**src/logic/fsr_cfg.svh**
```systemverilog
`ifndef FSR_CFG_SVH
`define FSR_CFG_SVH

// ****************************************************************
// Register selects used by status reads and status writes.
// ****************************************************************
`define FSR_SEL_SR1 2'h1
`define FSR_SEL_SR2 2'h2
`define FSR_SEL_SR3 2'h3

// ****************************************************************
// Field positions.
// ****************************************************************
`define FSR_BIT_SRP 7
`define FSR_BIT_SEC 6
`define FSR_BIT_TB 5
`define FSR_BIT_BP_HI 4
`define FSR_BIT_BP_LO 2
`define FSR_BIT_WEL 1
`define FSR_BIT_BUSY 0
`define FSR_BIT_SUS 7
`define FSR_BIT_CMP 6
`define FSR_BIT_LB_HI 5
`define FSR_BIT_LB_LO 3
`define FSR_BIT_QE 1
`define FSR_BIT_PAUSE_OR_RESET_PIN_SELECT 7
`define FSR_BIT_DRV_HI 6
`define FSR_BIT_DRV_LO 5
`define FSR_BIT_HFM 4

// ****************************************************************
// Writable masks and reset values.
// ****************************************************************
`define FSR_SR1_MASK 8'hfc
`define FSR_SR2_MASK 8'h7a
`define FSR_SR2_VMASK 8'h42
`define FSR_SR2_LBMASK 8'h38
`define FSR_SR3_MASK 8'hf0
`define FSR_SR1_RST 8'h00
`define FSR_SR2_RST 8'h00
`define FSR_SR3_RST 8'h10

// ****************************************************************
// Embedded operation times in ns and the clock period in ns.
// ****************************************************************
`define FSR_CLK_NS 40
`define FSR_T_WRSR_NS 8000
`define FSR_T_PROG_NS 16000
`define FSR_T_SE_NS 40000
`define FSR_T_BE_NS 80000
`define FSR_T_CE_NS 160000
`define FSR_WRSR_CYC 16'(`FSR_T_WRSR_NS / `FSR_CLK_NS)
`define FSR_PROG_CYC 16'(`FSR_T_PROG_NS / `FSR_CLK_NS)
`define FSR_SE_CYC 16'(`FSR_T_SE_NS / `FSR_CLK_NS)
`define FSR_BE_CYC 16'(`FSR_T_BE_NS / `FSR_CLK_NS)
`define FSR_CE_CYC 16'(`FSR_T_CE_NS / `FSR_CLK_NS)

`endif

```
**src/logic/fsr_pkg.sv**
```systemverilog
package fsr_pkg;

   // Decoded instructions handed over by the instruction sequencer.
   typedef enum logic [3:0] {
      FSR_CMD_WREN = 4'h0,
      FSR_CMD_WRDI = 4'h1,
      FSR_CMD_VWREN = 4'h2,
      FSR_CMD_WRSR = 4'h3,
      FSR_CMD_PROG = 4'h4,
      FSR_CMD_SE = 4'h5,
      FSR_CMD_BE = 4'h6,
      FSR_CMD_CE = 4'h7,
      FSR_CMD_SUSPEND = 4'h8,
      FSR_CMD_RESUME = 4'h9,
      FSR_CMD_RDSR = 4'ha,
      FSR_CMD_SWRESET = 4'hb,
      FSR_CMD_OTHER = 4'hf
   } fsr_cmd_t;

   // Gray coded along idle, busy, suspended.
   typedef enum logic [1:0] {
      FSR_ST_IDLE = 2'h0,
      FSR_ST_BUSY = 2'h1,
      FSR_ST_SUSP = 2'h3
   } fsr_state_t;

   typedef enum logic [1:0] {
      FSR_OP_NONE = 2'h0,
      FSR_OP_WRSR = 2'h1,
      FSR_OP_PROG = 2'h2,
      FSR_OP_ERASE = 2'h3
   } fsr_op_t;

endpackage

```
**src/logic/fsr_op_if.sv**
```systemverilog
`timescale 1ns/100ps

// Link between the register bank and its embedded operation timer.
interface fsr_op_if;
   logic start;
   logic [15:0] count;
   logic pause;
   logic done;
   logic running;

   modport ctrl (output start, output count, output pause,
                 input done, input running);
   modport timer (input start, input count, input pause,
                  output done, output running);
endinterface

```
**src/logic/fsr_op_timer.sv**
```systemverilog
`timescale 1ns/100ps

// Counts out one embedded operation; a pause freezes the count.
module fsr_op_timer import fsr_pkg::*; (
   // Clock and reset
   input wire logic clk,
   input wire logic rst_b,
   // Control link
   fsr_op_if.timer opIf
);

   logic [15:0] remaining;
   logic lastCycle;

   assign lastCycle = (remaining == 16'h1);

   // A start always wins; done is a one-cycle pulse after the last count.
   always_ff @(posedge clk) begin
      if (!rst_b) begin
         remaining <= 16'h0;
         opIf.running <= 1'b0;
         opIf.done <= 1'b0;
      end else begin
         opIf.done <= 1'b0;
         if (opIf.start) begin
            remaining <= opIf.count;
            opIf.running <= 1'b1;
         end else if (opIf.running && !opIf.pause) begin
            remaining <= remaining - 16'h1;
            if (lastCycle) begin
               opIf.running <= 1'b0;
               opIf.done <= 1'b1;
            end
         end
      end
   end

endmodule // fsr_op_timer

```
**src/logic/fsr_status_bank.sv**
```systemverilog
// Summary of operation
// - Bit 7 of register one lets the protect pin lock status writes.
// - Bit 6 of register one picks 64-kB blocks or 4-kB sectors.
// - Bit 5 of register one picks top-down or bottom-up protection.
// - Bits 4 to 2 of register one are block protect; zero protects none.
// - Bit 1 is the write enable latch; operations start only when set.
// - Bit 0 is busy, high while an embedded operation runs.
// - Busy is set during program, erase and stored status register write; a volatile status write leaves it low.
// - While busy, every instruction except status read and suspend of program or erase is ignored.
// - Busy clears when the program, erase or register write ends.
// - Write enable instruction sets the write enable latch.
// - Latch clears at reset, write disable, program, erase, status write.
// - Bit 7 of register two shows a suspended program or erase.
// - Bit 6 of register two selects the complementary protection map.
// - Bits 5 to 3 of register two are one-time security area locks.
// - Bit 1 of register two enables quad mode, disabling pin functions.
// - Reserved bits read as zero; the host hands them back whole.
// - Bit 7 of register three picks hold or reset pin, only without quad.
// - Bits 6 and 5 of register three select read driver strength.
// - Bit 4 of register three selects fast mode; defaults to one.
// - Reset loads factory values into both copies; software reset loads volatile copies from stored bits.
// - Volatile enable makes status writes touch only volatile copies.
// - Protect select high with protect pin low rejects all status writes while quad mode is off.
`timescale 1ns/100ps
`include "fsr_cfg.svh"

module fsr_status_bank import fsr_pkg::*; (
   // Clock and reset
   input wire logic clk,
   input wire logic rst_b,
   // Decoded instruction from the sequencer
   input wire logic cmdValid,
   input fsr_cmd_t cmdOp,
   input wire logic [1:0] cmdRegSel,
   input wire logic [7:0] cmdData,
   // Status register read port
   input wire logic rdReq,
   input wire logic [1:0] rdSel,
   output logic rdValid,
   output logic [7:0] rdData,
   // Write protect pin, asynchronous
   input wire logic wpPin_b,
   // Instruction outcome
   output logic cmdTaken,
   output logic cmdIgnored,
   // Progress flags
   output logic busy,
   output logic writeEnableLatch,
   output logic suspendFlag,
   // Configuration seen by the rest of the device
   output logic regProtectSelect,
   output logic granularitySelect,
   output logic protectDirection,
   output logic [2:0] blockProtect,
   output logic complementMap,
   output logic [2:0] secureLock,
   output logic quadEnable,
   output logic pinIsReset,
   output logic [1:0] driveStrength,
   output logic fastModeSelect
);

   // ****************************************************************
   // Helpers
   // ****************************************************************

   // Replace only the bits under the mask.
   function automatic logic [7:0] merge(input logic [7:0] old,
                                        input logic [7:0] data,
                                        input logic [7:0] mask);
      merge = (old & ~mask) | (data & mask);
   endfunction

   // Length of each embedded operation in clock cycles.
   function automatic logic [15:0] opCycles(input fsr_cmd_t op);
      case (op)
         FSR_CMD_PROG: opCycles = `FSR_PROG_CYC;
         FSR_CMD_SE: opCycles = `FSR_SE_CYC;
         FSR_CMD_BE: opCycles = `FSR_BE_CYC;
         FSR_CMD_CE: opCycles = `FSR_CE_CYC;
         default: opCycles = `FSR_WRSR_CYC;
      endcase
   endfunction

   // ****************************************************************
   // State
   // ****************************************************************

   fsr_state_t state, next_state;
   fsr_op_t opKind;
   logic wpSyncA, wpSync;
   logic vwrArmed, next_vwrArmed, next_wel;
   logic [7:0] nv1, nv2, nv3, vol1, vol2, vol3;
   logic [7:0] next_nv1, next_nv2, next_nv3;
   logic [7:0] next_vol1, next_vol2, next_vol3;
   logic [1:0] pendSel;
   logic [7:0] pendData;
   logic isBusy, isSusp, isIdle, isRdsr, isProgErase, isErase;
   logic suspOk, accept, startOp, wrsrTake, wrLocked;
   logic volWrite, nvWrite, swTake, commitNv;
   logic [7:0] sr1Live, sr2Live, sr3Live;

   fsr_op_if opIf();

   fsr_op_timer uTimer (
      .clk(clk),
      .rst_b(rst_b),
      .opIf(opIf)
   );

   // ****************************************************************
   // Protect pin synchroniser
   // ****************************************************************

   // The pin comes from the board, so two flops before any use.
   always_ff @(posedge clk) begin
      if (!rst_b) begin
         wpSyncA <= 1'b1;
         wpSync <= 1'b1;
      end else begin
         wpSyncA <= wpPin_b;
         wpSync <= wpSyncA;
      end
   end

   // ****************************************************************
   // Instruction decode
   // ****************************************************************

   // Quad mode turns the protect pin into a data line, so it cannot lock.
   assign wrLocked = vol1[`FSR_BIT_SRP] & ~vol2[`FSR_BIT_QE] & ~wpSync;
   assign isBusy = (state == FSR_ST_BUSY);
   assign isSusp = (state == FSR_ST_SUSP);
   assign isIdle = (state == FSR_ST_IDLE);
   assign isRdsr = (cmdOp == FSR_CMD_RDSR);
   assign isErase = (cmdOp == FSR_CMD_SE) || (cmdOp == FSR_CMD_BE) ||
                    (cmdOp == FSR_CMD_CE);
   assign isProgErase = isErase || (cmdOp == FSR_CMD_PROG);
   assign suspOk = isBusy && ((opKind == FSR_OP_PROG) ||
                              (opKind == FSR_OP_ERASE));

   // While busy only a status read, or a suspend of program or erase,
   // gets through; while suspended no new embedded work may start.
   assign accept = cmdValid && (isBusy ?
                      (isRdsr || (cmdOp == FSR_CMD_SUSPEND && suspOk)) :
                   isSusp ?
                      !(isProgErase || cmdOp == FSR_CMD_WRSR ||
                        cmdOp == FSR_CMD_SUSPEND ||
                        cmdOp == FSR_CMD_SWRESET) :
                      (cmdOp != FSR_CMD_RESUME));

   assign startOp = accept && isProgErase && writeEnableLatch;
   assign wrsrTake = accept && (cmdOp == FSR_CMD_WRSR);
   assign volWrite = wrsrTake && vwrArmed && !wrLocked;
   assign nvWrite = wrsrTake && !vwrArmed && writeEnableLatch &&
                    !wrLocked;
   assign swTake = accept && (cmdOp == FSR_CMD_SWRESET);
   assign commitNv = opIf.done && (opKind == FSR_OP_WRSR);

   // Timer control; a suspended operation keeps its remaining count.
   assign opIf.start = startOp || nvWrite;
   assign opIf.count = opCycles(cmdOp);
   assign opIf.pause = isSusp;

   // ****************************************************************
   // Operation sequencing
   // ****************************************************************

   // Completion beats a suspend that lands in the same cycle.
   always_comb begin
      next_state = state;
      case (state)
         FSR_ST_IDLE: begin
            if (opIf.start) begin
               next_state = FSR_ST_BUSY;
            end
         end
         FSR_ST_BUSY: begin
            if (opIf.done) begin
               next_state = FSR_ST_IDLE;
            end else if (accept && cmdOp == FSR_CMD_SUSPEND) begin
               next_state = FSR_ST_SUSP;
            end
         end
         FSR_ST_SUSP: begin
            if (accept && cmdOp == FSR_CMD_RESUME) begin
               next_state = FSR_ST_BUSY;
            end
         end
         default: next_state = FSR_ST_IDLE;
      endcase
   end

   // Write enable latch: set by write enable, cleared by the listed work.
   always_comb begin
      next_wel = writeEnableLatch;
      if (swTake) begin
         next_wel = 1'b0;
      end else if (accept && cmdOp == FSR_CMD_WREN) begin
         next_wel = 1'b1;
      end else if (accept && (cmdOp == FSR_CMD_WRDI || isProgErase ||
                              cmdOp == FSR_CMD_WRSR)) begin
         next_wel = 1'b0;
      end
   end

   // The volatile enable reaches only the next accepted instruction other than a status read.
   assign next_vwrArmed = (accept && !isRdsr) ?
                          (cmdOp == FSR_CMD_VWREN) : vwrArmed;

   always_ff @(posedge clk) begin
      if (!rst_b) begin
         state <= FSR_ST_IDLE;
         busy <= 1'b0;
         suspendFlag <= 1'b0;
         writeEnableLatch <= 1'b0;
         vwrArmed <= 1'b0;
      end else begin
         state <= next_state;
         busy <= (next_state == FSR_ST_BUSY);
         suspendFlag <= (next_state == FSR_ST_SUSP);
         writeEnableLatch <= next_wel;
         vwrArmed <= next_vwrArmed;
      end
   end

   // Remember what is running and what a stored write will commit.
   always_ff @(posedge clk) begin
      if (!rst_b) begin
         opKind <= FSR_OP_NONE;
         pendSel <= 2'h0;
         pendData <= 8'h00;
      end else if (opIf.start) begin
         opKind <= nvWrite ? FSR_OP_WRSR :
                   isErase ? FSR_OP_ERASE : FSR_OP_PROG;
         pendSel <= cmdRegSel;
         pendData <= cmdData;
      end
   end

   // ****************************************************************
   // Register contents
   // ****************************************************************

   // Stored bits change only when a stored write finishes; lock bits
   // can be set but never cleared again.
   assign next_nv1 = (commitNv && pendSel == `FSR_SEL_SR1) ?
                     merge(nv1, pendData, `FSR_SR1_MASK) : nv1;
   assign next_nv2 = (commitNv && pendSel == `FSR_SEL_SR2) ?
                     (merge(nv2, pendData, `FSR_SR2_MASK) |
                      (nv2 & `FSR_SR2_LBMASK)) : nv2;
   assign next_nv3 = (commitNv && pendSel == `FSR_SEL_SR3) ?
                     merge(nv3, pendData, `FSR_SR3_MASK) : nv3;

   // Volatile copies follow software reset, stored commits and
   // direct volatile writes; reserved positions never get set.
   assign next_vol1 = swTake ? nv1 :
                      commitNv ? next_nv1 :
                      (volWrite && cmdRegSel == `FSR_SEL_SR1) ?
                      merge(vol1, cmdData, `FSR_SR1_MASK) : vol1;
   assign next_vol2 = swTake ? (nv2 & `FSR_SR2_VMASK) :
                      commitNv ? (next_nv2 & `FSR_SR2_VMASK) :
                      (volWrite && cmdRegSel == `FSR_SEL_SR2) ?
                      merge(vol2, cmdData, `FSR_SR2_VMASK) : vol2;
   assign next_vol3 = swTake ? nv3 :
                      commitNv ? next_nv3 :
                      (volWrite && cmdRegSel == `FSR_SEL_SR3) ?
                      merge(vol3, cmdData, `FSR_SR3_MASK) : vol3;

   // Power-up loads the factory values into both copies.
   always_ff @(posedge clk) begin
      if (!rst_b) begin
         nv1 <= `FSR_SR1_RST;
         nv2 <= `FSR_SR2_RST;
         nv3 <= `FSR_SR3_RST;
         vol1 <= `FSR_SR1_RST;
         vol2 <= `FSR_SR2_RST;
         vol3 <= `FSR_SR3_RST;
      end else begin
         nv1 <= next_nv1;
         nv2 <= next_nv2;
         nv3 <= next_nv3;
         vol1 <= next_vol1;
         vol2 <= next_vol2;
         vol3 <= next_vol3;
      end
   end

   // The shared pin is a reset input only while quad mode is off.
   always_ff @(posedge clk) begin
      if (!rst_b) begin
         pinIsReset <= 1'b0;
      end else begin
         pinIsReset <= next_vol3[`FSR_BIT_PAUSE_OR_RESET_PIN_SELECT] &
                       ~next_vol2[`FSR_BIT_QE];
      end
   end

   // Configuration outputs, each a bit of a volatile flop except secureLock, taken from the stored copy.
   assign regProtectSelect = vol1[`FSR_BIT_SRP];
   assign granularitySelect = vol1[`FSR_BIT_SEC];
   assign protectDirection = vol1[`FSR_BIT_TB];
   assign blockProtect = vol1[`FSR_BIT_BP_HI:`FSR_BIT_BP_LO];
   assign complementMap = vol2[`FSR_BIT_CMP];
   assign secureLock = nv2[`FSR_BIT_LB_HI:`FSR_BIT_LB_LO];
   assign quadEnable = vol2[`FSR_BIT_QE];
   assign driveStrength = vol3[`FSR_BIT_DRV_HI:`FSR_BIT_DRV_LO];
   assign fastModeSelect = vol3[`FSR_BIT_HFM];

   // ****************************************************************
   // Status read
   // ****************************************************************

   // Flags are taken live, so a poll during busy sees progress.
   assign sr1Live = {vol1[7:2], writeEnableLatch, busy};
   assign sr2Live = {suspendFlag, vol2[`FSR_BIT_CMP],
                     nv2[`FSR_BIT_LB_HI:`FSR_BIT_LB_LO], 1'b0,
                     vol2[`FSR_BIT_QE], 1'b0};
   assign sr3Live = {vol3[7:4], 4'h0};

   always_ff @(posedge clk) begin
      if (!rst_b) begin
         rdValid <= 1'b0;
         rdData <= 8'h00;
         cmdTaken <= 1'b0;
         cmdIgnored <= 1'b0;
      end else begin
         rdValid <= rdReq;
         rdData <= (rdSel == `FSR_SEL_SR1) ? sr1Live :
                   (rdSel == `FSR_SEL_SR2) ? sr2Live :
                   (rdSel == `FSR_SEL_SR3) ? sr3Live : 8'h00;
         cmdTaken <= accept;
         cmdIgnored <= cmdValid && !accept;
      end
   end

   // ****************************************************************
   // Checks
   // ****************************************************************

   logic [1:0] rdSelQ;

   always_ff @(posedge clk) begin
      if (!rst_b) begin
         rdSelQ <= 2'h0;
      end else begin
         rdSelQ <= rdSel;
      end
   end
endmodule // fsr_status_bank

```
**config.mk**
```make
export PLATFORM = sky130hd
export DESIGN_NAME = fsr_status_bank
export DESIGN_NICKNAME = d
export VERILOG_FILES = /design/src/logic/fsr_pkg.sv /design/src/logic/fsr_op_if.sv /design/src/logic/fsr_op_timer.sv /design/src/logic/fsr_status_bank.sv
export VERILOG_INCLUDE_DIRS = /design/src /design/src/logic
export SDC_FILE = /design/constraint.sdc
export NUM_CORES = 1
export LEC_CHECK = 0
export ABC_AREA = 1
export BUFFER_PORTS_ARGS = -buffer_cell sky130_fd_sc_hd__buf_2
export CELL_PAD_IN_SITES_DETAIL_PLACEMENT = 1
export CELL_PAD_IN_SITES_GLOBAL_PLACEMENT = 2
export CORE_MARGIN = 2
export CORE_UTILIZATION = 34
export DETAILED_ROUTE_END_ITERATION = 16
export PLACE_DENSITY_LB_ADDON = 0.1
export SLEW_MARGIN = 20
export SYNTH_ARGS = -nofsm -noshare
export SYNTH_HDL_FRONTEND = slang
export SYNTH_SLANG_ARGS = --single-unit
```
**constraint.sdc**
```tcl
create_clock -name clk -period 4.53 [get_ports clk]
set_clock_uncertainty 0.1 [all_clocks]
set_input_delay 0 -clock clk [delete_from_list [all_inputs] [get_ports clk]]
set_output_delay 0 -clock clk [all_outputs]
set_load 0.01 [all_outputs]
```
Yosys cells after proc, flatten, opt, wreduce, memory -nomap -nowiden --
Index checks and enable logic that the tools add are counted.
Word-level totals: register bits 98, output and inout bits 29, word-level logic and storage cells 161
Operators by class: $add $sub $neg 1, equal/unequal tests 29, mux-type cells 33, bitwise logic cells 15, reduce and logical (&&, ||, !) cells 55
Operators by type and width (count):
- 8-bit two-way mux | 11
- 12-bit case mux with 4 select lines | 1
- 16-bit two-way mux | 2
- 7-bit two-way mux | 4
- 1-bit logical AND | 26
- 2-bit equality test (second input constant) | 10
- 16-bit by 1-bit equality test with 1-bit output (second input constant) | 1
- 4-bit by 3-bit equality test with 1-bit output (second input constant) | 4
- 4-bit equality test (second input constant) | 4
- 2-bit by 8-bit bitwise OR with 8-bit output | 2
- 4-bit by 8-bit bitwise OR with 8-bit output | 2
- 8-bit by 7-bit bitwise OR with 8-bit output | 2
- 16-bit by 1-bit subtractor with 16-bit output (second input constant) | 1
- 2-bit by 1-bit equality test with 1-bit output (second input constant) | 6
- 1-bit logical OR | 11
- 2-bit two-way mux | 5
- 1-bit two-way mux | 9
- 3-bit nonzero test | 3
- 4-bit by 2-bit equality test with 1-bit output (second input constant) | 2
- 8-bit by 6-bit bitwise OR with 8-bit output | 1
- 1-bit zero test | 6
- 2-bit case mux with 3 select lines | 1
- 2-bit nonzero test | 3
- 3-bit OR reduction | 2
- 8 further kinds | 14

Logic depth before layout (Yosys ltp) --
word-level depth 20, gate-level depth with buffers 14, mapped depth without buffers 14

By module --
Synthesis repeated with hierarchy kept, for this count alone.
Unflattened totals: cells, all modules 578, area, all modules 3966.3 um2
Modules (own cells, without submodules):
- fsr_status_bank | times used 1, cells each 387, area each 2742.6 um2
- fsr_op_timer | times used 1, cells each 191, area each 1223.7 um2

Worst setup path after synthesis --
OpenSTA, ideal clock, no wires.
path kind register to register, from reg uTimer.remaining[0], to reg uTimer.remaining[10], library setup time 70 ps, arrival time 1648 ps, path slack 2712 ps, stages on the path, launching flop included 11, buffers on the path 0, cells stage by stage dfxtp_1 > inv_1 > ha_1 > nand2_1 > or2_2 > nor2_1 > nand3_1 > nor2_1 > xor2_1 > o21ai_0 > a21oi_1
On the way: longest elaborated chain between the ends 3
Ends and longest elaborated chain:
- from (decl) | RTL line fsr_op_timer.sv:12 | logic [15:0] remaining;
- from (signal assigned) | RTL line fsr_op_timer.sv:26 | remaining <= opIf.count;
- from (signal assigned) | RTL line fsr_op_timer.sv:29 | remaining <= remaining - 16'h1;
- 16-bit by 1-bit subtractor with 16-bit output | RTL line fsr_op_timer.sv:29
- 16-bit two-way mux | RTL line fsr_op_timer.sv:28 | end else if (opIf.running && !opIf.pause) begin
- 16-bit two-way mux | RTL line fsr_op_timer.sv:25 | if (opIf.start) begin
No other way between the ends. The select of a mux whose other input is x is not followed. A chain may end at the register's enable or synchronous reset.

Worst setup path in the final report --
from in cmdOp[3], to reg vol1[2]
On the way: longest elaborated chain between the ends 16
Ends and longest elaborated chain:
- from (decl) | RTL line fsr_status_bank.sv:33 | input fsr_cmd_t cmdOp,
- 4-bit by 3-bit equality test with 1-bit output | RTL line fsr_status_bank.sv:136 | assign isErase = (cmdOp == FSR_CMD_SE) || (cmdOp == FSR_CMD_BE) ||
- 1-bit logical OR (2 in series) | RTL line fsr_status_bank.sv:136
- 1-bit logical OR | RTL line fsr_status_bank.sv:138 | assign isProgErase = isErase || (cmdOp == FSR_CMD_PROG);
- 1-bit logical OR (2 in series) | RTL line fsr_status_bank.sv:147 | !(isProgErase || cmdOp == FSR_CMD_WRSR ||
- 1-bit logical OR | RTL line fsr_status_bank.sv:148 | cmdOp == FSR_CMD_SUSPEND ||
- 1-bit zero test | RTL line fsr_status_bank.sv:147
- 1-bit two-way mux | RTL line fsr_status_bank.sv:146 | isSusp ?
- 1-bit two-way mux | RTL line fsr_status_bank.sv:144 | assign accept = cmdValid && (isBusy ?
- 1-bit logical AND | RTL line fsr_status_bank.sv:144
- 1-bit logical AND | RTL line fsr_status_bank.sv:153 | assign wrsrTake = accept && (cmdOp == FSR_CMD_WRSR);
- 1-bit logical AND (2 in series) | RTL line fsr_status_bank.sv:154 | assign volWrite = wrsrTake && vwrArmed && !wrLocked;
- 1-bit logical AND (no source line)
- 3-bit nonzero test (no source line)
- to (signal assigned) | RTL line fsr_status_bank.sv:276 | vol1 <= `FSR_SR1_RST;
- to (signal assigned) | RTL line fsr_status_bank.sv:283 | vol1 <= next_vol1;
- to (decl) | RTL line fsr_status_bank.sv:93 | logic [7:0] nv1, nv2, nv3, vol1, vol2, vol3;
Several ways; a longest one is shown, not always the timed one.

==> flow_summary_export.csv <==
group,metric,value,unit
outcome,outcome,"complete, no violations",
routing,first_iter_violations,85,
critical_path,cp-end-kind,"flop",
clock_tree,cts_buffers,9,
clock_tree,cts.sinks,76,
sta,fin_tns_setup,0,ps
power_and_ir_drop,clkPwrFrac,0.442,
logic_synthesis,synth_cell_types,39,
global_route,antenna_found_initial,0,
placed_design,io_buffers,48,
logic_synthesis,netlist_top_cells_area,"dfxtp_1 43%, nand2_1 9.4%, nor2_1 9.4%",
die,start_util,0.348,
logic_synthesis,seq_area_frac_synth,0.427,
clock_tree,cts_root_buf,"clkbuf_8",
sta,final-max-slew-violation-count,0,
sta,period_needed,2610,ps
sta,final-setup-viol-count,0,
die,fp.dieArea,11300,sq um
global_route,grt_max_degree,41,
routing,wl,10400,um
sta,hold_violations,0,
cells_and_area,final_cells,704,
power_and_ir_drop,p_switching,0.320,mW
power_and_ir_drop,peakVddDrop,0.112,mV
logic_synthesis,yosys.area.top_type,"dfxtp_1",
power_and_ir_drop,switching_share,0.231,
die,die_w,106,um
cells_and_area,seq_area,1520,sq um
critical_path,critical_path_arrival,2810,ps
global_route,grt_pass1_wl,17200,um
critical_path,endpoint,"vol1[2]$_SDFFE_PN0P_",
routing,vias,3393,
placed_design,placed_cells,668,
min_path,hold_path.class,"input pin to flop",
routing,via_per_inst,4.82,
critical_path,crit_type,"input pin to flop",
placed_design,place.gp.congestion,0.799,
clock_tree,cts.path.max_buffers,2,
logic_synthesis,ys_ff_latch,76,
clock_tree,clkSlewWorstSetupHoldPaths,80,ps
logic_synthesis,avgSynthCellArea,7.10,sq um
power_and_ir_drop,pwr-share-seq,0.490,
cells_and_area,final_nets,586,
sta,maxSlewHeadroom,0.481,
die,die_h,106,um
clock_tree,cts_tree,"built",
routing,drc,0,
critical_path,r2r_cells,12,
cells_and_area,fill_cells,1336,
routing,ant_nets,0,
clock_tree,clk_latency,360,ps
routing,firstDrtPassIters,4,
sta,rsz0062_at_grt,"false",
flow_run,drv_cap,0,
power_and_ir_drop,pwr-share-comb,0.069,
global_route,overflow,0,
logic_synthesis,syn-num-nets,525,
critical_path,crit_required,4730,ps
routing,wl_per_cell,14.7,um
logic_synthesis,ys.warnings.count,0,
power_and_ir_drop,powerDensity,321,nW/um^2
sta,timing.final.crit_share,0.576,
clock_tree,cts_htree_levels,3,
die,pin_count,50,
critical_path,critPathLaunchType,"input pin",
cells_and_area,multiInputGateArea,1700,sq um
clock_tree,post-cts-setup-buffers,0,
logic_synthesis,synthCells,502,
power_and_ir_drop,p_int,1.07,mW
sta,worst_slew_pin_slew,779,ps
sta,whs,90.4,ps
die,rows,37,
die,core_area,10200,sq um
power_and_ir_drop,power_leakage,2.07,nW
placed_design,dp_hpwl,7490,um
global_route,grt_usage,0.197,
sta,max_freq,383,MHz
critical_path,worstReg2RegStart,"state[0]$_SDFF_PN0_",
global_route,grt_pass1_vias,3496,
critical_path,worstReg2RegEnd,"vol1[2]$_SDFFE_PN0P_",
power_and_ir_drop,power.total,1.39,mW
cells_and_area,drive_above_1_share,0.151,
cells_and_area,antenna_cells,0,
logic_synthesis,synth_area,3560,sq um
logic_synthesis,synth_top_area_frac,0.427,
cells_and_area,syn2layout_area_growth,21.1,%
critical_path,cp-startpoint,"cmdOp[3]",
critical_path,critical_path.max_fanout,22,
cells_and_area,final_core_util,0.422,
critical_path,reg2reg_slack,2020,ps
## state kept, by name, indices dropped and copies added (netlist names), 2 cells and up
signal            cells
opKind                2
nv3                   4
pendSel               2
rdData                8
vol2                  2
nv1                   6
state                 2
nv2                   5
uTimer.remaining     16
pendData              7
vol3                  4
vol1                  6
## cells by family after synthesis
| family | after synthesis | synth area share |
|---|---|---|
| AOI/OAI and AO/OA | 94 | 0.140 |
| xor gates and xnor gates | 11 | 0.0270 |
| adders and majority gates | 2 | 0.00702 |
| buffers and inverters | 82 | 0.0966 |
| DFF | 76 | 0.427 |
| muxes | 4 | 0.0112 |
| and+or+nand+nor | 233 | 0.291 |
## cell usage in the layout, fill, tap and decap left out, types with 12 or more instances in the layout
master and count:
dfxtp_1 76, nor2_1 89, clkbuf_8 12, a21oi_1 24
nand3_1 25, o21ai_0 57, dlygate4sd3_1 20, inv_1 60
buf_2 48, nand2_1 89
## how the worst min path moves through the flow
stage / cells after the start / endpoint / startpoint / slack [ps]
finish: 2 / nv3[4]$_SDFF_PN1_ / rst_b / 90
global route: 2 / nv3[4]$_SDFF_PN1_ / rst_b / 160
CTS: 2 / nv3[4]$_SDFF_PN1_ / rst_b / 90
detailed placement: 3 / rdValid$_SDFF_PN0_ / rdReq / 90
global placement: 3 / rdValid$_SDFF_PN0_ / rdReq / 80
floorplan: 2 / rdValid$_SDFF_PN0_ / rdReq / -2
## final cells by class
cell class	instances	area share
Multi-Input combinational cell	344	0.393
Sequential cell	76	0.353
Timing Repair Buffer	70	0.106
Inverter	62	0.0545
Tap cell	136	0.0394
Clock buffer	12	0.0383
Clock inverter	4	0.0162
## worst max-delay path, cell delays in order
cell,delay [ps]
dlygate4sd3_1,520
buf_2,120
inv_1,70
nor2_2,150
inv_1,80
nor2_2,120
nand2_1,120
nand4_4,170
inv_2,110
nand2_1,520
nand2_1,150
inv_1,140
nand2_2,140
inv_1,220
nor2_1,70
nor2_1,100
## power groups by stage
stage	sequential (mW)	combinational [mW]	clock (mW)
2_1_floorplan	0.695	0.0499	0
3_3_place_gp	0.694	0.0824	0
3_5_place_dp	0.695	0.0831	0
4_1_cts	0.679	0.0960	0.633
5_1_grt	0.680	0.107	0.657
6_report	0.679	0.0950	0.612
## cells in the mapped netlist, drive strengths merged
library cell	instances
a211oi	1
xnor2	1
o31ai	2
dfxtp	76
o21ai	57
a21oi	24
nand4	7
xor2	10
nor2	95
ha	2
nand3	27
clkbuf	10
a31oi	2
nor3	5
a22oi	1
inv	62
a32oi	1
o211ai	3
o22ai	3
nand2	93
or2	4
mux2i	4
or3b	1
nand3b	1
buf	10
## timing repair
action,in CTS,in global routing
resized for setup,0,0
hold buffers,20,0
hold endpoints to repair,26,0
## stage by stage
step,worst slack [ps],cell area [sq um]
after floorplan,2710,3560
after detailed placement,1990,3880
after CTS,1880,4310
final,1920,4310
after global placement,2070,3880
after global routing,1580,4310
## per-layer routing
layer / vias up / track usage / wire, um
li1: 1726 / - / -
met1: 1612 / 0.227 / 4590
met2: 41 / 0.362 / 5340
met3: 14 / 0.0264 / 229
met4: 0 / 0.0827 / 215
met5: - / 0 / 0
Note: power is estimated with default switching activity, not from simulation.
